**config.mk**
```make
export PLATFORM = sky130hd
export DESIGN_NAME = tsf_regs
export DESIGN_NICKNAME = d
export VERILOG_FILES = /design/src/tsf_skid.v /design/src/tsf_regs.v
export VERILOG_INCLUDE_DIRS = /design/src /design/src/src
export SDC_FILE = /design/constraint.sdc
export NUM_CORES = 1
export LEC_CHECK = 0
export BUFFER_PORTS_ARGS = -buffer_cell sky130_fd_sc_hd__buf_2
export CELL_PAD_IN_SITES_DETAIL_PLACEMENT = 0
export CELL_PAD_IN_SITES_GLOBAL_PLACEMENT = 2
export CORE_MARGIN = 10
export CORE_UTILIZATION = 35
export CTS_CLUSTER_DIAMETER = 30
export DETAILED_ROUTE_END_ITERATION = 8
export PLACE_DENSITY = 0.79
export REMOVE_ABC_BUFFERS = 1
export SLEW_MARGIN = 20
export SYNTH_ARGS = -nofsm -noshare
export SYNTH_HDL_FRONTEND = slang
export SYNTH_HIERARCHICAL = 1
export SYNTH_SLANG_ARGS = --single-unit
```
**constraint.sdc**
```tcl
create_clock -name clk -period 2.5 [get_ports clk]
set_input_delay 0.5 -clock clk [delete_from_list [all_inputs] [get_ports clk]]
set_output_delay 0.5 -clock clk [all_outputs]
set_load 0.02 [all_outputs]
```
**src/tsf_consts.vh**
```
// Constants for the transmit scheduler and cell FIFO register bank.
// Assumes a 16-bit processor port with word addresses as printed.
// How it works
// - Ratio bit 3 set assembles cells one frame at a time, else four.
// - Control structure address is base bits 20:16 plus entry bits 15:4.
// - FIFO base field gives address bits 20:9, lower bits zero.
// - Every non-CBR cell slot owns a 64-byte buffer.
// - Size field 00/01/10/11 gives 16/32/64/128 cells.
// - Write pointer names the slot being filled; that slot is not valid.
// - Read-only read pointer names the slot being sent, valid until sent.
// - Control structure base bits 15:5 read as zero.
// - Write pointer moved onto read pointer with written bit 7 clear sets sticky overrun; write one clears.
`ifndef TSF_CONSTS_VH
`define TSF_CONSTS_VH
`define TSF_OFF_RATIO_A 16'h2014
`define TSF_OFF_RATIO_B 16'h2024
`define TSF_OFF_RATIO_C 16'h2034
`define TSF_OFF_CS_BASE 16'h2040
`define TSF_OFF_FF_BASE 16'h2050
`define TSF_OFF_FF_WP 16'h2052
`define TSF_OFF_FF_RP 16'h2054
`define TSF_OFF_STATUS 16'h2002
`define TSF_RESET_VAL 16'h0000
`define TSF_SINGLE_BIT 3
`define TSF_INIT_HI 7
`define TSF_INIT_LO 6
`define TSF_OVR_BIT 5
`define TSF_CELL_BYTES_LOG2 6
`endif

```
**src/tsf_skid.v**
```verilog
// Two-entry buffer for cell slot addresses.
// Assumes both sides on clk; output data from flip-flops.
`timescale 1ns/1ps
module tsf_skid (
  // Clock and reset
  input wire clk,
  input wire rst,
  // Fill side
  input wire in_valid,
  output wire in_ready,
  input wire [20:0] in_data,
  // Drain side
  output wire out_valid,
  input wire out_ready,
  output wire [20:0] out_data
);
  reg [20:0] mem_q [0:1];
  reg wr_q;
  reg rd_q;
  reg [1:0] cnt_q;
  wire push;
  wire pop;
  assign in_ready = (cnt_q != 2'h2);
  assign out_valid = (cnt_q != 2'h0);
  assign out_data = mem_q[rd_q];
  assign push = in_valid && in_ready;
  assign pop = out_valid && out_ready;
  always @(posedge clk) begin
    if (rst) begin
      wr_q <= 1'b0;
      rd_q <= 1'b0;
      cnt_q <= 2'h0;
      mem_q[0] <= 21'h000000;
      mem_q[1] <= 21'h000000;
    end else begin
      if (push) begin
        mem_q[wr_q] <= in_data;
        wr_q <= ~wr_q;
      end
      if (pop)
        rd_q <= ~rd_q;
      if (push && !pop)
        cnt_q <= cnt_q + 2'h1;
      else if (pop && !push)
        cnt_q <= cnt_q - 2'h1;
    end
  end
endmodule // tsf_skid

```
**src/tsf_regs.v**
```verilog
// Transmit scheduler options and cell FIFO registers, processor port slave.
// Assumes a synchronous 16-bit word port on clk and a segmenter on the same clock.
`timescale 1ns/1ps
`include "tsf_consts.vh"
module tsf_regs (
  // Clock and reset
  input wire clk,
  input wire rst,
  // Processor port
  input wire cpu_cs,
  input wire cpu_we,
  input wire [15:0] cpu_addr,
  input wire [15:0] cpu_wdata,
  output reg [15:0] cpu_rdata,
  // Scheduler state and FIFO enable from the control register
  input wire [2:0] sched_enabled,
  input wire cell_fifo_enable,
  // Control structure fetch
  input wire [1:0] cs_sched_sel,
  input wire [11:0] cs_entry,
  output reg [20:0] cs_addr,
  // Assembly options per scheduler
  output wire [2:0] single_frame,
  output wire [8:0] turn_ratio,
  output wire [5:0] packet_adapt_init_field,
  // Cell slot stream to the segmenter
  output wire cell_valid,
  input wire cell_ready,
  output wire [20:0] cell_addr,
  input wire cell_sent,
  // Status
  output wire cell_fifo_overrun_flag
);
  reg [5:0] ratio_q [0:2];
  reg [1:0] init_q [0:2];
  reg [4:0] ctrl_struct_base_field_q;
  reg [11:0] cell_fifo_base_field_q;
  reg [1:0] cell_fifo_size_field_q;
  reg [7:0] cell_fifo_write_ptr_q;
  reg [6:0] cell_fifo_read_ptr_q;
  reg [6:0] issue_ptr_q;
  reg overrun_q;
  wire wr;
  wire [6:0] last_slot;
  wire slot_avail;
  wire push;
  wire in_ready;
  integer i;

  // Slot address: base bits 20:9 plus slot times 64 bytes
  function [20:0] slot_addr;
    input [11:0] base;
    input [6:0] slot;
    begin
      slot_addr = {base, 9'h000} + ({14'h0, slot} << `TSF_CELL_BYTES_LOG2);
    end
  endfunction

  // Highest slot number for the size code
  function [6:0] cap_last;
    input [1:0] sz;
    begin
      case (sz)
        2'h0: cap_last = 7'h0f;
        2'h1: cap_last = 7'h1f;
        2'h2: cap_last = 7'h3f;
        default: cap_last = 7'h7f;
      endcase
    end
  endfunction

  assign wr = cpu_cs && cpu_we;
  assign last_slot = cap_last(cell_fifo_size_field_q);
  assign cell_fifo_overrun_flag = overrun_q;

  genvar g;
  generate
    for (g = 0; g < 3; g = g + 1) begin : opt
      assign single_frame[g] = ratio_q[g][`TSF_SINGLE_BIT];
      assign turn_ratio[3*g+2:3*g] = ratio_q[g][2:0];
      assign packet_adapt_init_field[2*g+1:2*g] = init_q[g];
    end
  endgenerate

  // Control structure address
  always @(posedge clk) begin
    if (rst)
      cs_addr <= 21'h000000;
    else
      cs_addr <= {ctrl_struct_base_field_q, cs_entry, 4'h0};
  end

  // Slots between the issue pointer and the write pointer are ready to send
  assign slot_avail = cell_fifo_enable && (issue_ptr_q != cell_fifo_write_ptr_q[6:0]);
  assign push = slot_avail && in_ready;

  tsf_skid u_skid (
    .clk(clk),
    .rst(rst),
    .in_valid(slot_avail),
    .in_ready(in_ready),
    .in_data(slot_addr(cell_fifo_base_field_q, issue_ptr_q)),
    .out_valid(cell_valid),
    .out_ready(cell_ready),
    .out_data(cell_addr)
  );

  // Register writes, pointers and overrun flag
  always @(posedge clk) begin
    if (rst) begin
      for (i = 0; i < 3; i = i + 1) begin
        ratio_q[i] <= 6'h00;
        init_q[i] <= 2'h0;
      end
      ctrl_struct_base_field_q <= 5'h00;
      cell_fifo_base_field_q <= 12'h000;
      cell_fifo_size_field_q <= 2'h0;
      cell_fifo_write_ptr_q <= 8'h00;
      cell_fifo_read_ptr_q <= 7'h00;
      issue_ptr_q <= 7'h00;
      overrun_q <= 1'b0;
    end else begin
      if (wr) begin
        case (cpu_addr)
          `TSF_OFF_RATIO_A: begin
            ratio_q[0] <= cpu_wdata[5:0];
            init_q[0] <= cpu_wdata[`TSF_INIT_HI:`TSF_INIT_LO];
          end
          `TSF_OFF_RATIO_B: begin
            ratio_q[1] <= cpu_wdata[5:0];
            init_q[1] <= cpu_wdata[`TSF_INIT_HI:`TSF_INIT_LO];
          end
          `TSF_OFF_RATIO_C: begin
            ratio_q[2] <= cpu_wdata[5:0];
            init_q[2] <= cpu_wdata[`TSF_INIT_HI:`TSF_INIT_LO];
          end
          `TSF_OFF_CS_BASE: ctrl_struct_base_field_q <= cpu_wdata[4:0];
          `TSF_OFF_FF_BASE: begin
            cell_fifo_base_field_q <= cpu_wdata[11:0];
            cell_fifo_size_field_q <= cpu_wdata[13:12];
          end
          `TSF_OFF_FF_WP: cell_fifo_write_ptr_q <= cpu_wdata[7:0];
          default: ;
        endcase
      end
      // Skid buffer takes a slot; read pointer follows each finished cell
      if (!cell_fifo_enable)
        issue_ptr_q <= cell_fifo_read_ptr_q;
      else if (push)
        issue_ptr_q <= (issue_ptr_q == last_slot) ? 7'h00 : issue_ptr_q + 7'h01;
      if (cell_sent)
        cell_fifo_read_ptr_q <= (cell_fifo_read_ptr_q == last_slot) ?
          7'h00 : cell_fifo_read_ptr_q + 7'h01;
      // Set wins over clear
      if (wr && cpu_addr == `TSF_OFF_FF_WP &&
          cpu_wdata[7:0] != cell_fifo_write_ptr_q &&
          cpu_wdata[6:0] == cell_fifo_read_ptr_q && cpu_wdata[7] == 1'b0)
        overrun_q <= 1'b1;
      else if (wr && cpu_addr == `TSF_OFF_STATUS && cpu_wdata[`TSF_OVR_BIT])
        overrun_q <= 1'b0;
    end
  end

  // Read data; init field write-only, reserved bits zero
  always @(posedge clk) begin
    if (rst)
      cpu_rdata <= `TSF_RESET_VAL;
    else if (cpu_cs && !cpu_we) begin
      case (cpu_addr)
        `TSF_OFF_RATIO_A: cpu_rdata <= {10'h000, ratio_q[0]};
        `TSF_OFF_RATIO_B: cpu_rdata <= {10'h000, ratio_q[1]};
        `TSF_OFF_RATIO_C: cpu_rdata <= {10'h000, ratio_q[2]};
        `TSF_OFF_CS_BASE: cpu_rdata <= {11'h000, ctrl_struct_base_field_q};
        `TSF_OFF_FF_BASE: cpu_rdata <= {2'h0, cell_fifo_size_field_q, cell_fifo_base_field_q};
        `TSF_OFF_FF_WP: cpu_rdata <= {8'h00, cell_fifo_write_ptr_q};
        `TSF_OFF_FF_RP: cpu_rdata <= {9'h000, cell_fifo_read_ptr_q};
        `TSF_OFF_STATUS: cpu_rdata <= {10'h000, overrun_q, 5'h00};
        default: cpu_rdata <= 16'h0000;
      endcase
    end
  end
endmodule // tsf_regs

```
== Word-level counts from Yosys, hierarchy flattened ==
Memory sizes are Yosys's and may differ from the RTL's. A register that Yosys moved wholly into a read port is not among the register bits.
Index checks and enable logic that the tools add are counted.

* Bits of input ports: 56
* Logic and storage cells: 109
* Bits in writable memories: 66
* Output and inout bits: 78
* Bits in registers: 83
* Memories: 3

* Mux-type cells: 38
* Eq/ne operators: 17
* Bitwise logic cells: 9
* Reduce and logical (&&, ||, !) cells: 24
* Add/sub/neg operators: 5

{| class="wikitable"
|+ Memory list
! memory !! depth !! bits a word !! rd ports !! clocked after Yosys merged registers in !! write ports !! line !! RTL
|-
| u_skid.mem_q || 2 || 21 || 1 || 1 || 2 || tsf_skid.v:17 || <nowiki>reg [20:0] mem_q [0:1];</nowiki>
|-
| ratio_q || 3 || 6 || 3 || 0 || 3 || tsf_regs.v:34 || <nowiki>reg [5:0] ratio_q [0:2];</nowiki>
|-
| init_q || 3 || 2 || 3 || 0 || 3 || tsf_regs.v:35 || <nowiki>reg [1:0] init_q [0:2];</nowiki>
|}

{| class="wikitable"
|+ Operators by type and width
! operator !! count
|-
| 16-bit by 14-bit equality test with 1-bit output (second input constant) || 8
|-
| 14-bit case mux with 8 select lines || 1
|-
| 7-bit 2-to-1 mux || 4
|-
| 1-bit 2-to-1 mux || 23
|-
| 21-bit by 13-bit adder with 21-bit output || 1
|-
| 7-bit equality test || 3
|-
| 21-bit 2-to-1 mux || 1
|-
| 7-bit case mux with 3 select lines || 1
|-
| 21-bit OR reduction || 1
|-
| 6-bit 2-to-1 mux || 3
|-
| 7-bit by 1-bit adder with 7-bit output (second input constant) || 2
|-
| 1-bit logical AND || 13
|-
| 2-bit 2-to-1 mux || 5
|-
| 8-bit inequality test || 1
|-
| 7-bit inequality test || 1
|-
| 1-bit OR || 6
|-
| 2-bit AND reduction || 3
|-
| 2-bit nonzero test || 3
|-
| 1-bit zero test || 3
|-
| 1-bit inverter || 3
|-
| 2-bit by 1-bit adder with 2-bit output (second input constant) || 1
|-
| 2-bit by 1-bit equality test with 1-bit output (second input constant) || 1
|-
| 2-bit equality test (second input constant) || 1
|-
| 2-bit zero test || 1
|-
| other kinds (3) || 3
|}

== Depth between registers and ports, before layout ==
* Word-level depth: 8
* Mapped depth: 10
* Gate-level depth less buffers: 10

== Hierarchy ==
The synthesis kept the hierarchy.

{| class="wikitable"
|+ Modules (own cells, without submodules)
! module !! cells an instance !! times used !! seq. area each (µm²) !! area an instance (µm²)
|-
| tsf_regs || 508 || 1 || 2182.1 || 4814.6
|-
| tsf_skid || 160 || 1 || 1361.3 || 2125.8
|}

== Worst setup path after synthesis ==
No wires, ideal clock.

* Path kind: in2reg
* From: input port cpu_addr[3]
* To: memory init_q[1][0], in the netlist init_q[0][2] (enable)
* Data required time: 2.125 ns
* Library setup time: 0.375 ns
* Setup slack: 0.253 ns
* Path buffers: 0
* Stages on the path: 5
* Arrival time: 1.872 ns
* Path through: nor4b_1 nand4_1 nor2_1 nand2_1 o21bai_1

{| class="wikitable"
|+ RTL lines
! what !! line !! RTL
|-
| from (decl) || tsf_regs.v:12 || <nowiki>input wire [15:0] cpu_addr,</nowiki>
|-
| to (decl) || tsf_regs.v:35 ||
|}

== Worst setup path in the final report ==
* From: register issue_ptr_q[4]
* To: register u_skid.cnt_q[1]

* Longest elaborated chain between the ends: 6
* Elaborated cells between the ends (all ways): 8
* Classes of those cells: eq/ne (1); mux (1); reduce/logical (6)

{| class="wikitable"
|+ RTL lines
! what !! line !! RTL
|-
| from (decl) || tsf_regs.v:41 || <nowiki>reg [6:0] issue_ptr_q;</nowiki>
|-
| from (signal assigned) || tsf_regs.v:148 || <nowiki>issue_ptr_q <= cell_fifo_read_ptr_q;</nowiki>
|-
| from (signal assigned) || tsf_regs.v:150 || <nowiki>issue_ptr_q <= (issue_ptr_q == last_slot) ? 7'h00 : issue_ptr_q + 7'h01;</nowiki>
|-
| 7-bit inequality test * || tsf_regs.v:94 || <nowiki>assign slot_avail = cell_fifo_enable && (issue_ptr_q != cell_fifo_write_ptr_q[6:0]);</nowiki>
|-
| 1-bit logical AND * || tsf_regs.v:94 ||
|-
| named net slot_avail || tsf_regs.v:45 || <nowiki>wire slot_avail;</nowiki>
|-
| 1-bit logical AND * || tsf_skid.v:26 || <nowiki>assign push = in_valid && in_ready;</nowiki>
|-
| named net u_skid.push || tsf_skid.v:21 || <nowiki>wire push;</nowiki>
|-
| 1-bit zero test || tsf_skid.v:44 || <nowiki>else if (pop && !push)</nowiki>
|-
| 1-bit logical AND || tsf_skid.v:44 ||
|-
| 2-bit nonzero test (no line) || n/a ||
|-
| to (signal assigned) || tsf_skid.v:43 || <nowiki>cnt_q <= cnt_q + 2'h1;</nowiki>
|-
| to (signal assigned) || tsf_skid.v:45 || <nowiki>cnt_q <= cnt_q - 2'h1;</nowiki>
|-
| to (decl) || tsf_skid.v:20 || <nowiki>reg [1:0] cnt_q;</nowiki>
|}

Mark *: on every way through the listed nets, which the timed path passes. The rest lies on a longest branch.
A chain may end at the register's enable or synchronous reset.

==> flow_metrics.env <==
export IMPL_status="finished, final reports clean"
export IMPL_std_cell_rows=51
export IMPL_io_pins=134
export IMPL_critPathArrivalTime_ns=2.60
export IMPL_drv_slew=0
export IMPL_wl_per_cell_microns=17.3
export IMPL_leakagePower_nw=3.34
export IMPL_p_per_area_nw_per_um2=778
export IMPL_dp_slack_ns=0.220
export IMPL_period_share_pct=89.8
export IMPL_antenna_found_initial=0
export IMPL_final_cell_count_no_fill=1068
export IMPL_grt_total_usage_pct=14.3
export IMPL_core_region_area_sq_um=19500
export IMPL_cap_violations=0
export IMPL_hold_depth=2
export IMPL_rsz0062_at_grt="no"
export IMPL_async_reset_ff_share_pct=0
export IMPL_hpwl_microns=13400
export IMPL_clk_pin_slew_worst_paths_ns=0.06
export IMPL_syn_inst=668
export IMPL_dr_total_vias=5125
export IMPL_syn_area_sq_um=6940
export IMPL_post_route_util_pct=43.4
export IMPL_synth_edf_count=66
export IMPL_ys_warn_count=6
export IMPL_overflow=0
export IMPL_die_y_microns=161
export IMPL_cp_end_kind="register"
export IMPL_grt_first_pass_wirelength_microns=29300
export IMPL_setup_violations_final=0
export IMPL_cts_resized=0
export IMPL_fin_ws_ns=0.255
export IMPL_fin_crit_ns=2.25
export IMPL_final_area_sq_um=8450
export IMPL_avgSynthCellArea_sq_um=10.4
export IMPL_cts_made_buffers=17
export IMPL_required_ns=2.85
export IMPL_synth_top_family_by_area="simple AND/OR/NAND/NOR gates"
export IMPL_dr_pass1_iters=4
export IMPL_setup_tns_ns=0
export IMPL_drcViolationCount=0
export IMPL_detail_route_antenna_nets=0
export IMPL_synth_mux_area_share_pct=7.84
export IMPL_die_x_microns=161
export IMPL_routed_wl_met2_microns=9300
export IMPL_hold_path_class="input port to register"
export IMPL_cts_tree="done"
export IMPL_power_total_mw=6.57
export IMPL_seq_area_frac_synth_pct=51.1
export IMPL_skew_ns=0.0107
export IMPL_maxSlewHeadroom_pct=63.8
export IMPL_yosys_cell_types_count=67
export IMPL_h_tree_depth=4
export IMPL_synthXorXnorAreaFrac_pct=5.43
export IMPL_holdBufCountCts=0
export IMPL_tightest_slew_ns=0.542
export IMPL_reg2regPathDepth=7
export IMPL_holdWs_ns=0.288
export IMPL_cts_setup_buffers=0
export IMPL_report_final_hold_viol_count=0
export IMPL_ys_ff_latch=144
export IMPL_num_antenna_cells=0
export IMPL_vdd_drop_max_v=0.000483
export IMPL_dr_first_iter_drc_count=297
export IMPL_synth_adder_area_share_pct=1.55
export IMPL_insertion_delay_ns=0.42
export IMPL_synth_compound_area_share_pct=8.35
export IMPL_placed_cells=1036
export IMPL_synth_ff_type="dfxtp_1"
export IMPL_viasPerCell=4.80
export IMPL_start_kind="register"
export IMPL_port_buffer_count=120
export IMPL_die_area_sq_um=25900
export IMPL_clock_root_buffer="clkbuf_16"
export IMPL_drt_met1_wl_microns=8020
export IMPL_placed_area_sq_um=7790
export IMPL_worstSetupPathType="register to register"
export IMPL_clockBufferDepth=2
export IMPL_grt_pass1_vias=5371
export IMPL_wl_met3_microns=1010
export IMPL_place_gp_congestion=0.802
export IMPL_drive_above_1_share_pct=27.9
export IMPL_synth_simple_area_share_pct=20.6
export IMPL_syn_to_final_growth_pct=21.7
export IMPL_cts_sinks=144
export IMPL_grt_max_degree=48
export IMPL_fmax_ghz=0.445
export IMPL_fin_nets=854
export IMPL_drt_wl_total_microns=18500
export IMPL_start_util_pct=35.7
export IMPL_cp_max_fo=8
export IMPL_routed_top_layer="met4"
critical path, stage by stage (launching register included):
cell and delay (ns):
dfxtp_1 0.49, xnor2_1 0.16, nand3_1 0.16, o21a_1 0.36, and2_1 0.21, ha_1 0.33
or3_1 0.35, a21oi_1 0.14
layer usage:
layer  up-vias  track usage (%)
met3         9             3.37
met4         0             5.33
met5         -                0
li1       2545                -
met2       121             24.3
met1      2450             17.1
worst paths after layout:
| kind | startpoint | to | slack [ns] |
|---|---|---|---|
| worst min register to register | cpu_rdata[3]$_SDFFE_PP0P_ | cpu_rdata[3]$_SDFFE_PP0P_ | 0.46 |
| worst min-delay path | cs_entry[5] | cs_addr[9]$_SDFF_PP0_ | 0.29 |
| worst max-delay path | issue_ptr_q[4]$_SDFFE_PP0P_ | u_skid/cnt_q[1]$_SDFFE_PP0P_ | 0.25 |
| worst max register to register | issue_ptr_q[4]$_SDFFE_PP0P_ | u_skid/cnt_q[1]$_SDFFE_PP0P_ | 0.25 |
cells in the mapped netlist, types with 3 or more instances:
library cell | instances | area share, %
nand3b_1 | 3 | 0.32
buf_4 | 18 | 1.9
nand2_1 | 59 | 3.2
ha_1 | 7 | 1.3
o211ai_1 | 3 | 0.32
xnor2_1 | 16 | 2.0
nand4_1 | 9 | 0.81
nor3_1 | 9 | 0.65
a221oi_1 | 5 | 0.63
a21o_1 | 5 | 0.54
inv_1 | 5 | 0.27
nor3_2 | 3 | 0.43
edfxtp_1 | 66 | 29
and2_1 | 11 | 0.99
clkbuf_1 | 19 | 1.0
mux2i_1 | 24 | 3.5
xor2_1 | 27 | 3.4
and3_1 | 3 | 0.27
nand3_1 | 7 | 0.50
buf_2 | 11 | 0.79
nand2b_1 | 26 | 2.3
nor2_1 | 94 | 5.1
a211oi_1 | 5 | 0.54
or3_1 | 3 | 0.27
a22oi_1 | 13 | 1.4
a21oi_1 | 22 | 1.6
nor4_1 | 5 | 0.45
dfxtp_1 | 78 | 22
nor2b_1 | 20 | 1.8
buf_6 | 4 | 0.65
mux2_2 | 27 | 4.4
o21ai_0 | 17 | 1.2
cell families after synthesis:
logic type                 count (synthesis)
other                                      1
muxes                                     51
AOI/OAI and AO/OA                         87
adders and majority gates                  8
DFF                                      144
and+or+nand+nor                          274
buffers and inverters                     60
xor gates and xnor gates                  43
cell usage in the layout (no fill, tap or decap), types with 7 or more instances in the layout:
master,synthesis,routed
conb_1,1,12
buf_2,11,120
edfxtp_1,66,66
xor2_1,27,27
o21ai_0,17,17
buf_4,18,26
nand4_1,9,9
a22oi_1,13,13
nor2b_1,20,20
clkbuf_16,0,17
a21oi_1,22,22
dfxtp_1,78,78
nor2_1,94,94
xnor2_1,16,16
nand2b_1,26,26
nand2_1,59,59
nor3_1,9,9
and2_1,11,11
mux2i_1,24,24
nand3_1,7,7
mux2_2,27,27
ha_1,7,7
flip-flops by register name, summed over array words and instances (netlist names), named ones only:
register	flops
u_skid/mem_q	42
init_q	6
u_skid/wr_q	1
cpu_rdata	14
cell_fifo_write_ptr_q	8
cell_fifo_read_ptr_q	7
cs_addr	17
cell_fifo_overrun_flag	1
issue_ptr_q	7
u_skid/cnt_q	2
ctrl_struct_base_field_q	5
cell_fifo_size_field_q	2
ratio_q	18
cell_fifo_base_field_q	12
u_skid/rd_q	1
where the power goes:
group / internal [mW] / switching, mW / leakage (nW)
Combinational: 0.416 / 0.633 / 1.72
Sequential: 2.62 / 0.0716 / 1.30
Clock: 1.79 / 1.04 / 0.319
area by class of cell:
type                       instances  area (sq um)
multi-input combinational        475          3080
clock inverter                    15           233
inverter                           5          18.8
sequential                       144          3540
clock buffer                      17           425
fill                            1895         11000
timing repair buffer             147           816
tap                              265           332
(Power assumes the default switching activity.)
